$ cat config.mk
export PLATFORM = sky130hd
export DESIGN_NAME = iop_port
export DESIGN_NICKNAME = d
export VERILOG_FILES = /design/src/hw/iop_pkg.sv /design/src/hw/iop_stream_if.sv /design/src/hw/iop_port.sv /design/src/hw/iop_fifo.sv
export SDC_FILE = /design/constraint.sdc
export NUM_CORES = 1
export LEC_CHECK = 0
export BUFFER_PORTS_ARGS = -buffer_cell sky130_fd_sc_hd__buf_2
export CORE_MARGIN = 3
export CORE_UTILIZATION = 44
export DETAILED_ROUTE_END_ITERATION = 16
export HOLD_SLACK_MARGIN = 0.15
export PLACE_DENSITY = 0.72
export SYNTH_ARGS = -nofsm -noshare
export SYNTH_HDL_FRONTEND = slang
export SYNTH_SLANG_ARGS = --single-unit
$ cat constraint.sdc
create_clock -name sys_clk_i -period 17.6 [get_ports sys_clk_i]
set_input_delay 3.52 -clock sys_clk_i [delete_from_list [all_inputs] [get_ports sys_clk_i]]
set_output_delay 3.52 -clock sys_clk_i [all_outputs]
set_load 0.005 [all_outputs]
$ cat src/hw/iop_pkg.sv
`default_nettype none
package iop_pkg;
  // ==========================================================
  // geometry
  localparam int XFER_W = 32;
  localparam int COUNT_W = 16;
  localparam int FIFO_DEPTH = 16;
  localparam int SLOT_W = 6;
  localparam int CB_NUM = 6;
  localparam int CB_SEL_W = 3;
  localparam int DIV_W = 8;
  // ==========================================================
  // reset values and timing
  localparam logic [CB_SEL_W-1:0] CB_RESET_SEL = 3'h0;
  localparam int REF_CLK_MHZ = 100;
  localparam logic [COUNT_W-1:0] COUNT_RESET = 16'h0000;
  localparam logic [DIV_W-1:0] DIV_RESET = 8'h00;
  // ==========================================================
  // pin condition applied before an input transfer
  typedef enum logic [1:0] {
    IOP_COND_NONE,
    IOP_COND_EQ,
    IOP_COND_NEQ
  } iop_cond_t;
endpackage
`default_nettype wire

$ cat src/hw/iop_stream_if.sv
`default_nettype none
interface iop_stream_if #(
  parameter int W = 8
) ();
  logic valid;
  logic ready;
  logic [W-1:0] data;
  modport tx (output valid, output data, input ready);
  modport rx (input valid, input data, output ready);
endinterface
`default_nettype wire

$ cat src/hw/iop_port.sv
// Notes on behaviour
// - port widths 1,4,8,16,32; one direction
// - open drain: zero pulls low, one floats
// - drive pins or sample, optionally conditioned
// - each core access completes in one cycle
// - data passes through serdes and transfer register
// - every port owns a 16-bit counter
// - counter readable anytime; transfer waits for time
// - counter captured as timestamp on transfer
// - enabled link takes the data pins from ports; serdes and strobe still run
// - enabled narrower port owns shared pins
// - unshared pins stay with the wider port
// - transfers always at full nominal width
// - six clock blocks; block 0 is reference
// - other blocks run at independent rates
// - block may take 1-bit port clock, divided
// - input strobe qualifies; output strobe accompanies
// - after reset port uses clock block 0
// - pin events go straight to scheduler
`default_nettype none
module iop_port #(
  parameter int WIDTH = 4,
  parameter int FIFO_DEPTH = iop_pkg::FIFO_DEPTH
) (
  // clock and reset
  input wire logic sys_clk_i,
  input wire logic nrst_i,
  // port configuration
  input wire logic port_en_i,
  input wire logic dir_out_i,
  input wire logic open_drain_i,
  input wire logic strobe_en_i,
  input wire iop_pkg::iop_cond_t cond_mode_i,
  input wire logic [WIDTH-1:0] cond_val_i,
  // pin sharing
  input wire logic link_en_i,
  input wire logic [WIDTH-1:0] taken_i,
  // clock blocks
  input wire logic clk_sel_wr_i,
  input wire logic [iop_pkg::CB_SEL_W-1:0] clk_sel_i,
  input wire logic [iop_pkg::CB_NUM-1:1] cb_ext_i,
  input wire logic [iop_pkg::CB_NUM-1:1][iop_pkg::DIV_W-1:0] cb_div_i,
  input wire logic ext_clk_i,
  // core output side
  input wire logic wr_valid_i,
  input wire logic [iop_pkg::XFER_W-1:0] wr_data_i,
  input wire logic wr_timed_i,
  input wire logic [iop_pkg::COUNT_W-1:0] time_i,
  output logic wr_ready_o,
  // core input side
  input wire logic in_arm_i,
  input wire logic rd_ready_i,
  output logic rd_valid_o,
  output logic [iop_pkg::XFER_W-1:0] rd_data_o,
  output logic [iop_pkg::COUNT_W-1:0] rd_stamp_o,
  // status
  output logic [iop_pkg::COUNT_W-1:0] count_o,
  output logic [iop_pkg::COUNT_W-1:0] timestamp_o,
  output logic event_o,
  // pins
  input wire logic [WIDTH-1:0] pin_i,
  input wire logic input_strobe_i,
  output logic [WIDTH-1:0] pin_o,
  output logic [WIDTH-1:0] pin_oe_o,
  output logic output_strobe_o
);
  localparam int XW = iop_pkg::XFER_W;
  localparam int CW = iop_pkg::COUNT_W;
  localparam int SW = iop_pkg::SLOT_W;
  localparam int DW = iop_pkg::DIV_W;
  localparam int NB = iop_pkg::CB_NUM;
  localparam int SLOTS = XW / WIDTH;
  localparam logic [SW-1:0] LAST_SLOT = SW'(SLOTS - 1);
  localparam int FW = XW + CW;

  // ==========================================================
  // clock blocks
  // block 0 ticks every reference edge; others divide the
  // reference or an edge of the 1-bit port clock
  logic ext_clk_q;
  logic [NB-1:0] cb_tick;
  logic [DW-1:0] cb_cnt [NB];
  wire ext_rise = ext_clk_i && !ext_clk_q;

  assign cb_tick[0] = 1'b1;
  assign cb_cnt[0] = iop_pkg::DIV_RESET;

  genvar gb;
  generate
    for (gb = 1; gb < NB; gb++) begin : g_cb
      wire raw = cb_ext_i[gb] ? ext_rise : 1'b1;
      wire hit = (cb_cnt[gb] == cb_div_i[gb]);
      assign cb_tick[gb] = raw && hit;
      always_ff @(posedge sys_clk_i or negedge nrst_i) begin
        if (!nrst_i) begin
          cb_cnt[gb] <= iop_pkg::DIV_RESET;
        end else if (raw) begin
          cb_cnt[gb] <= hit ? iop_pkg::DIV_RESET : cb_cnt[gb] + 1'b1;
        end
      end
    end
  endgenerate

  logic [iop_pkg::CB_SEL_W-1:0] clk_sel;
  // block numbers six and seven are dropped, the old choice stays
  wire sel_ok = (clk_sel_i < iop_pkg::CB_SEL_W'(NB));
  wire tick = cb_tick[clk_sel];

  always_ff @(posedge sys_clk_i or negedge nrst_i) begin
    if (!nrst_i) begin
      ext_clk_q <= 1'b0;
      clk_sel <= iop_pkg::CB_RESET_SEL;
    end else begin
      ext_clk_q <= ext_clk_i;
      if (clk_sel_wr_i && sel_ok) begin
        clk_sel <= clk_sel_i;
      end
    end
  end

  // ==========================================================
  // port counter
  logic [CW-1:0] count;
  // free-running; wraps to zero with no flag

  always_ff @(posedge sys_clk_i or negedge nrst_i) begin
    if (!nrst_i) begin
      count <= iop_pkg::COUNT_RESET;
    end else if (tick) begin
      count <= count + 1'b1;
    end
  end

  // ==========================================================
  // pin ownership
  // a taken pin still shifts a slot of data, it just goes nowhere
  wire port_live = port_en_i && !link_en_i;
  wire [WIDTH-1:0] own = {WIDTH{port_live}} & ~taken_i;
  wire [WIDTH-1:0] pins = pin_i & own;
  wire is_out = port_en_i && dir_out_i;
  wire is_in = port_en_i && !dir_out_i;

  // ==========================================================
  // output path: transfer register and serializer
  logic xfer_full;
  logic [XW-1:0] xfer_data;
  logic xfer_timed;
  logic [CW-1:0] xfer_time;
  logic [SW-1:0] out_slot;
  logic [WIDTH-1:0] pin_val;

  wire wr_take = wr_valid_i && !xfer_full;
  wire out_time_ok = !xfer_timed || (count == xfer_time);
  wire out_go = tick && is_out && xfer_full && out_time_ok;
  wire out_last = (out_slot == LAST_SLOT);

  // one block per register group keeps each update easy to follow
  always_ff @(posedge sys_clk_i or negedge nrst_i) begin
    if (!nrst_i) begin
      xfer_full <= 1'b0;
    end else if (wr_take) begin
      xfer_full <= 1'b1;
    end else if (out_go) begin
      xfer_full <= !out_last;
    end
  end

  always_ff @(posedge sys_clk_i or negedge nrst_i) begin
    if (!nrst_i) begin
      xfer_data <= '0;
    end else if (wr_take) begin
      xfer_data <= wr_data_i;
    end else if (out_go) begin
      xfer_data <= xfer_data >> WIDTH;
    end
  end

  // the target time is used once, by the first slot only
  always_ff @(posedge sys_clk_i or negedge nrst_i) begin
    if (!nrst_i) begin
      xfer_timed <= 1'b0;
      xfer_time <= '0;
    end else if (wr_take) begin
      xfer_timed <= wr_timed_i;
      xfer_time <= time_i;
    end else if (out_go) begin
      xfer_timed <= 1'b0;
    end
  end

  always_ff @(posedge sys_clk_i or negedge nrst_i) begin
    if (!nrst_i) begin
      out_slot <= '0;
      pin_val <= '0;
    end else if (wr_take) begin
      out_slot <= '0;
    end else if (out_go) begin
      pin_val <= xfer_data[WIDTH-1:0];
      out_slot <= out_slot + 1'b1;
    end
  end

  // ==========================================================
  // input path: conditional, strobed, timed deserializer
  logic in_busy;
  logic in_hold;
  logic in_armed;
  logic [CW-1:0] in_time;
  logic [SW-1:0] in_slot;
  logic [XW-1:0] in_shift;
  logic [CW-1:0] in_stamp;

  wire cond_eq = (cond_mode_i == iop_pkg::IOP_COND_EQ) &&
                 (pins == cond_val_i);
  wire cond_neq = (cond_mode_i == iop_pkg::IOP_COND_NEQ) &&
                  (pins != cond_val_i);
  wire cond_ok = (cond_mode_i == iop_pkg::IOP_COND_NONE) || cond_eq ||
                 cond_neq;
  wire strobe_ok = !strobe_en_i || input_strobe_i;
  wire in_time_ok = !in_armed || (count == in_time);
  wire in_start = !in_busy && cond_ok && in_time_ok;
  wire in_go = tick && is_in && !in_hold && strobe_ok &&
               (in_busy || in_start);
  wire in_last = (in_slot == LAST_SLOT);
  wire [XW-1:0] pins_ext = XW'(pins);
  wire [XW-1:0] next_shift = (in_shift >> WIDTH) |
                             (pins_ext << (XW - WIDTH));

  // back-pressure: a held word blocks sampling until the fifo takes it
  iop_stream_if #(.W(FW)) push_if ();
  iop_stream_if #(.W(FW)) pop_if ();

  assign push_if.valid = in_hold;
  assign push_if.data = {in_stamp, in_shift};
  wire push_done = in_hold && push_if.ready;

  always_ff @(posedge sys_clk_i or negedge nrst_i) begin
    if (!nrst_i) begin
      in_busy <= 1'b0;
      in_hold <= 1'b0;
      in_armed <= 1'b0;
      in_time <= '0;
      in_slot <= '0;
      in_shift <= '0;
      in_stamp <= '0;
    end else begin
      if (in_arm_i) begin
        in_armed <= 1'b1;
        in_time <= time_i;
      end else if (in_go && !in_busy) begin
        in_armed <= 1'b0;
      end
      if (push_done) begin
        in_hold <= 1'b0;
      end
      if (in_go) begin
        in_shift <= next_shift;
        if (!in_busy) begin
          in_stamp <= count;
        end
        in_busy <= !in_last;
        in_slot <= in_last ? '0 : in_slot + 1'b1;
        in_hold <= in_last;
      end
    end
  end

  iop_fifo #(
    .W(FW),
    .DEPTH(FIFO_DEPTH)
  ) u_fifo (
    .sys_clk_i(sys_clk_i),
    .nrst_i(nrst_i),
    .push(push_if),
    .pop(pop_if)
  );

  // ==========================================================
  // read stage: registered so core-facing outputs are flops
  wire rd_free = !rd_valid_o || rd_ready_i;
  assign pop_if.ready = rd_free;
  wire rd_load = rd_free && pop_if.valid;

  always_ff @(posedge sys_clk_i or negedge nrst_i) begin
    if (!nrst_i) begin
      rd_valid_o <= 1'b0;
      rd_data_o <= '0;
      rd_stamp_o <= '0;
    end else if (rd_free) begin
      rd_valid_o <= pop_if.valid;
      if (rd_load) begin
        rd_data_o <= pop_if.data[XW-1:0];
        rd_stamp_o <= pop_if.data[FW-1:XW];
      end
    end
  end

  // ==========================================================
  // pins and status
  wire [WIDTH-1:0] drv = own & {WIDTH{is_out}};
  // the slot value leaves with its strobe, not a cycle behind it
  wire [WIDTH-1:0] slot_val = out_go ? xfer_data[WIDTH-1:0] : pin_val;
  wire [WIDTH-1:0] next_pin = open_drain_i ? '0 : slot_val;
  wire [WIDTH-1:0] next_oe = open_drain_i ? (drv & ~slot_val) : drv;
  wire first_out = out_go && (out_slot == '0);
  wire word_done = (out_go && out_last) || (in_go && in_last);
  wire stamp_now = first_out || (in_go && !in_busy);

  // pins and strobe leave together from flops
  always_ff @(posedge sys_clk_i or negedge nrst_i) begin
    if (!nrst_i) begin
      pin_o <= '0;
      pin_oe_o <= '0;
      output_strobe_o <= 1'b0;
    end else begin
      pin_o <= next_pin;
      pin_oe_o <= next_oe;
      output_strobe_o <= out_go && is_out;
    end
  end

  always_ff @(posedge sys_clk_i or negedge nrst_i) begin
    if (!nrst_i) begin
      wr_ready_o <= 1'b0;
      count_o <= iop_pkg::COUNT_RESET;
      event_o <= 1'b0;
    end else begin
      wr_ready_o <= !xfer_full && !wr_take;
      count_o <= count;
      // no interrupt path: the pulse feeds the scheduler directly
      event_o <= word_done;
    end
  end

  // one stamp serves both directions; the latest start wins
  always_ff @(posedge sys_clk_i or negedge nrst_i) begin
    if (!nrst_i) begin
      timestamp_o <= '0;
    end else if (stamp_now) begin
      timestamp_o <= count;
    end
  end
endmodule
`default_nettype wire

$ cat src/hw/iop_fifo.sv
`default_nettype none
module iop_fifo #(
  parameter int W = 8,
  parameter int DEPTH = 16
) (
  // clock and reset
  input wire logic sys_clk_i,
  input wire logic nrst_i,
  // streams
  iop_stream_if.rx push,
  iop_stream_if.tx pop
);
  localparam int AW = $clog2(DEPTH);
  // ==========================================================
  // storage and pointers, extra bit tells full from empty
  logic [W-1:0] mem [DEPTH];
  logic [AW:0] wptr;
  logic [AW:0] rptr;
  wire full = (wptr[AW] != rptr[AW]) && (wptr[AW-1:0] == rptr[AW-1:0]);
  wire empty = (wptr == rptr);
  wire do_push = push.valid && !full;
  wire do_pop = pop.ready && !empty;

  assign push.ready = !full;
  assign pop.valid = !empty;
  assign pop.data = mem[rptr[AW-1:0]];

  always_ff @(posedge sys_clk_i) begin
    if (do_push) begin
      mem[wptr[AW-1:0]] <= push.data;
    end
  end

  always_ff @(posedge sys_clk_i or negedge nrst_i) begin
    if (!nrst_i) begin
      wptr <= '0;
      rptr <= '0;
    end else begin
      if (do_push) begin
        wptr <= wptr + 1'b1;
      end
      if (do_pop) begin
        rptr <= rptr + 1'b1;
      end
    end
  end
endmodule
`default_nettype wire

==> metrics.md <==
| Metric | Value |
|---|---|
| Clk buf depth | 3 |
| Final HPWL DP | 51,100 microns |
| Antenna violations before repair | 4 |
| CP endpoint kind | flip-flop |
| First-pass DRT Iterations | 5 |
| Total GRT Usage | 18.4% |
| Setup Viol. Count Final | 0 |
| Area of the multi-input gates | 10,900 sq um |
| R2r startpoint | u_fifo.rptr[1] |
| Die Span X | 314 microns |
| Cell Area, Placed | 44,300 sq um |
| Largest net degree at the start of global routing | 100 |
| Critical Path Source Type | input port |
| H-tree depth | 3 |
| Post-DR wirelength/cell | 23.9 microns |
| Setup ws final | 11.55 ns |
| R2r setup slk | 13.23 ns |
| Final Cycle Share | 34.4% |
| Total CTS buffers | 104 |
| Chip height | 314 microns |
| Fin cells | 3,774 |
| R2r endpoint | rd_stamp_o[9] |
| Crit path time final | 6.05 ns |
| Worst Hold Class | reg -> reg |
| Std-Cell Rows | 112 |
| Routed wire length | 90,200 microns |
| Number of global-route vias before repair | 22,400 |
| Worst skew pair latency | 0.65 ns |
| Worst hold path endpoint | in_slot[5] |
| Clock Root Buffer | clkbuf_16 |
| CORE AREA | 93,600 sq um |
| Clock Skews | 0.0134 ns |
| Main flop type after synthesis | edfxtp_1 |
| # fillers | 7,397 |
| Status | completed |
| Placed Cells | 3,579 |
| Max Cap Viol | 0 |
| Library cells used by synthesis | 56 |
| Syn_nets | 2,322 |
| Antenna cells | 0 |
| Layout area overhead | 14.9% |
| Starting Density | 44.5% |
| Cells after synthesis | 2,184 |
| Final Wtd Congestion | 0.858 |
| Clock-pin slew on the worst setup and hold paths | 0.06 ns |
| Synth warn | 0 |
| Final instance area | 47,900 sq um |
| 1st-iter DRT viols | 1,732 |
| Drt via density | 5.65 |
| Post-Syn Area | 41,700 sq um |
| TNS Setup | 0 ns |
| Post-synthesis sequential area ratio | 73.1% |
| FF+latch area | 30,500 sq um |
| Arrival @ worst endpoint | 6.62 ns |
| Layout Utilization | 51.2% |
| Clock tree from TritonCTS | built |
| Vias | 21,300 |
| Hold depth | 1 |
| CTS resizes | 0 |
| Layout net count | 2,569 |
| Clock sink count | 1,063 |
| Slew headroom | 14.1% |
| F_max | 165 MHz |
| Grt ovf | 0 |
| Port buffer count | 215 |
| Number of flops mapped to enable cells by yosys | 768 |
| Hold buffers post-CTS | 0 |
| Die ar. | 98,400 sq um |
| Share of layout cells above drive strength 1 | 31.6% |
| Hold Fails Final Rpt | 0 |
| Power density over cell area | 138 nW/um^2 |
| Post-place setup slack | 10.87 ns |
| # IOs | 216 |
| Number of synthesized register bits | 1,063 |
| Pins over their slew limit | 0 |
| Post-Synthesis Mean Instance Area | 19.1 sq um |
| VDD IR max | 0.110 mV |
| Crit-path max FO | 61 |
| Asr flop ratio synth | 27.8% |
| Leakage | 17.1 nW |
| Post-route DRC violation count | 0 |
| Tightest Pin Transition | 1.29 ns |
| Detail Route Antenna Nets | 0 |
| First-pass GRT wire length | 138,000 microns |
| Hold wc startpoint | in_slot[5] |
| Worst r2r path cells | 5 |
| RSZ-0062 raised after global routing | false |
| Crit Path Category | in -> reg |
| Setup Fix Bufs, Post-CTS | 0 |
| Critical Path RT | 18.16 ns |
## critical path: stages
cell	delay, ns
buf_2	0.09
nand2b_1	0.26
and2_1	0.36
o41a_1	0.37
a221oi_2	0.47
o211ai_1	0.35
inv_1	0.33
buf_4	0.51
a22oi_1	0.19
o21ai_0	0.17
## report_power, final
group / leakage (nW) / internal, mW / total, mW / switching [mW]
clock network: 1.75 / 1.36 / 2.29 / 0.925
logic: 4.67 / 0.637 / 1.18 / 0.541
registers: 10.7 / 2.86 / 3.13 / 0.265
total: 17.1 / 4.86 / 6.59 / 1.73
## per-layer routing
layer | up-vias | share of wire (%) | track usage, %
met5 | - | 0.030 | 0
met4 | 4 | 2.2 | 4.86
met3 | 153 | 6.7 | 3.60
met2 | 818 | 49 | 30.4
met1 | 11200 | 42 | 25.3
li1 | 9116 | - | -
## synthesized netlist by cell type (2+ instances only)
library cell	instances	share of area, %
edfxtp_1	768	55
dfrtp_1	295	18
mux4_2	240	13
nand2_1	144	1.3
mux2_2	111	3.0
clkbuf_1	85	0.77
xor2_1	74	1.6
o21ai_0	59	0.71
nor2_1	58	0.52
xnor2_1	49	1.0
a22oi_1	28	0.50
mux2_1	27	0.73
nand3_1	27	0.32
nand4_1	17	0.26
nor3_1	17	0.20
nor4_1	17	0.26
buf_1	16	0.14
nand2b_1	16	0.24
ha_1	14	0.42
inv_1	14	0.13
a21oi_1	12	0.14
nor2b_1	12	0.18
and3_1	9	0.14
o31ai_1	8	0.14
and2_1	7	0.11
buf_2	6	0.072
or3_1	6	0.090
a211oi_1	4	0.072
nor4b_1	4	0.084
o211ai_1	4	0.072
and4_1	3	0.063
buf_6	3	0.081
or4_1	3	0.054
a31o_2	2	0.042
a32o_1	2	0.048
mux2i_1	2	0.048
nand4b_1	2	0.042
## registers in the layout, summed over array words and instances (netlist names), 3 cells and up
register and flops:
count 16, u_fifo.mem 768, pin_o 4, clk_sel 3, cb_cnt 40, in_slot 6, in_shift 32, in_time 16
in_stamp 16, pin_oe_o 4, u_fifo.wptr 5, rd_stamp_o 16, out_slot 6, xfer_data 32, pin_val 4, xfer_time 16
u_fifo.rptr 5, timestamp_o 16, rd_data_o 32, count_o 16
## cells in the final DEF (no fill, tap or decap), types with 6 or more instances in the layout
| cell type | instances |
|---|---|
| xnor2_1 | 49 |
| clkbuf_16 | 109 |
| clkbuf_1 | 17 |
| clkinv_2 | 13 |
| dfrtp_1 | 291 |
| inv_1 | 14 |
| nor4_1 | 17 |
| buf_2 | 214 |
| bufinv_16 | 12 |
| clkinv_4 | 7 |
| mux2_1 | 27 |
| clkinvlp_4 | 6 |
| clkinv_1 | 14 |
| edfxtp_1 | 768 |
| nand3_1 | 27 |
| nor2_1 | 46 |
| nand2b_1 | 15 |
| or3_1 | 6 |
| clkbuf_8 | 13 |
| o21ai_0 | 59 |
| o31ai_1 | 8 |
| a21oi_1 | 11 |
| nor2_4 | 12 |
| ha_1 | 14 |
| nor3_1 | 13 |
| and2_1 | 7 |
| a22oi_1 | 28 |
| buf_4 | 36 |
| nand4_1 | 17 |
| nand2_1 | 144 |
| nor2b_1 | 11 |
| mux2_2 | 111 |
| and3_1 | 9 |
| xor2_1 | 74 |
| mux4_2 | 240 |
## metrics by stage
stage,power [mW],hold slack [ns]
2_1_floorplan,3.97,0.352
3_3_place_gp,4.35,0.458
3_5_place_dp,4.38,0.478
4_1_cts,6.67,0.491
5_1_grt,6.88,0.505
6_report,6.59,0.496
## worst max-delay path by stage
| stage | startpoint | endpoint | slack (ns) | depth (start not counted) |
|---|---|---|---|---|
| final | ext_clk_i | xfer_data[23] | 11.55 | 10 |
| after global routing | ext_clk_i | xfer_data[16] | 11.33 | 10 |
| after CTS | ext_clk_i | xfer_data[23] | 11.58 | 10 |
| after detailed placement | ext_clk_i | xfer_data[23] | 10.87 | 10 |
| after global placement | ext_clk_i | in_shift[7] | 11.02 | 9 |
| after floorplan | cb_div_i[0] | in_shift[10] | 11.76 | 8 |
## logic make-up after synthesis
| kind of cell | after synthesis | synth area share (%) |
|---|---|---|
| buffers and inverters | 124 | 1.19 |
| XOR/XNOR | 123 | 2.59 |
| AO/OA/AOI/OAI | 132 | 2.01 |
| multiplexers | 380 | 16.8 |
| adder cells (fa/ha/maj) | 14 | 0.420 |
| flip-flops | 1063 | 73.1 |
| AND/OR/NAND/NOR | 348 | 3.98 |
## final cells by class
type | count | area share, %
repair buffers | 251 | 2.83
multi-input cells | 997 | 22.7
clock buffers | 139 | 6.20
well taps | 1254 | 3.28
clock inverters | 56 | 1.29
inverters | 14 | 0.110
flip-flops and latches | 1063 | 63.6
Power figures use the tool's default switching activity.
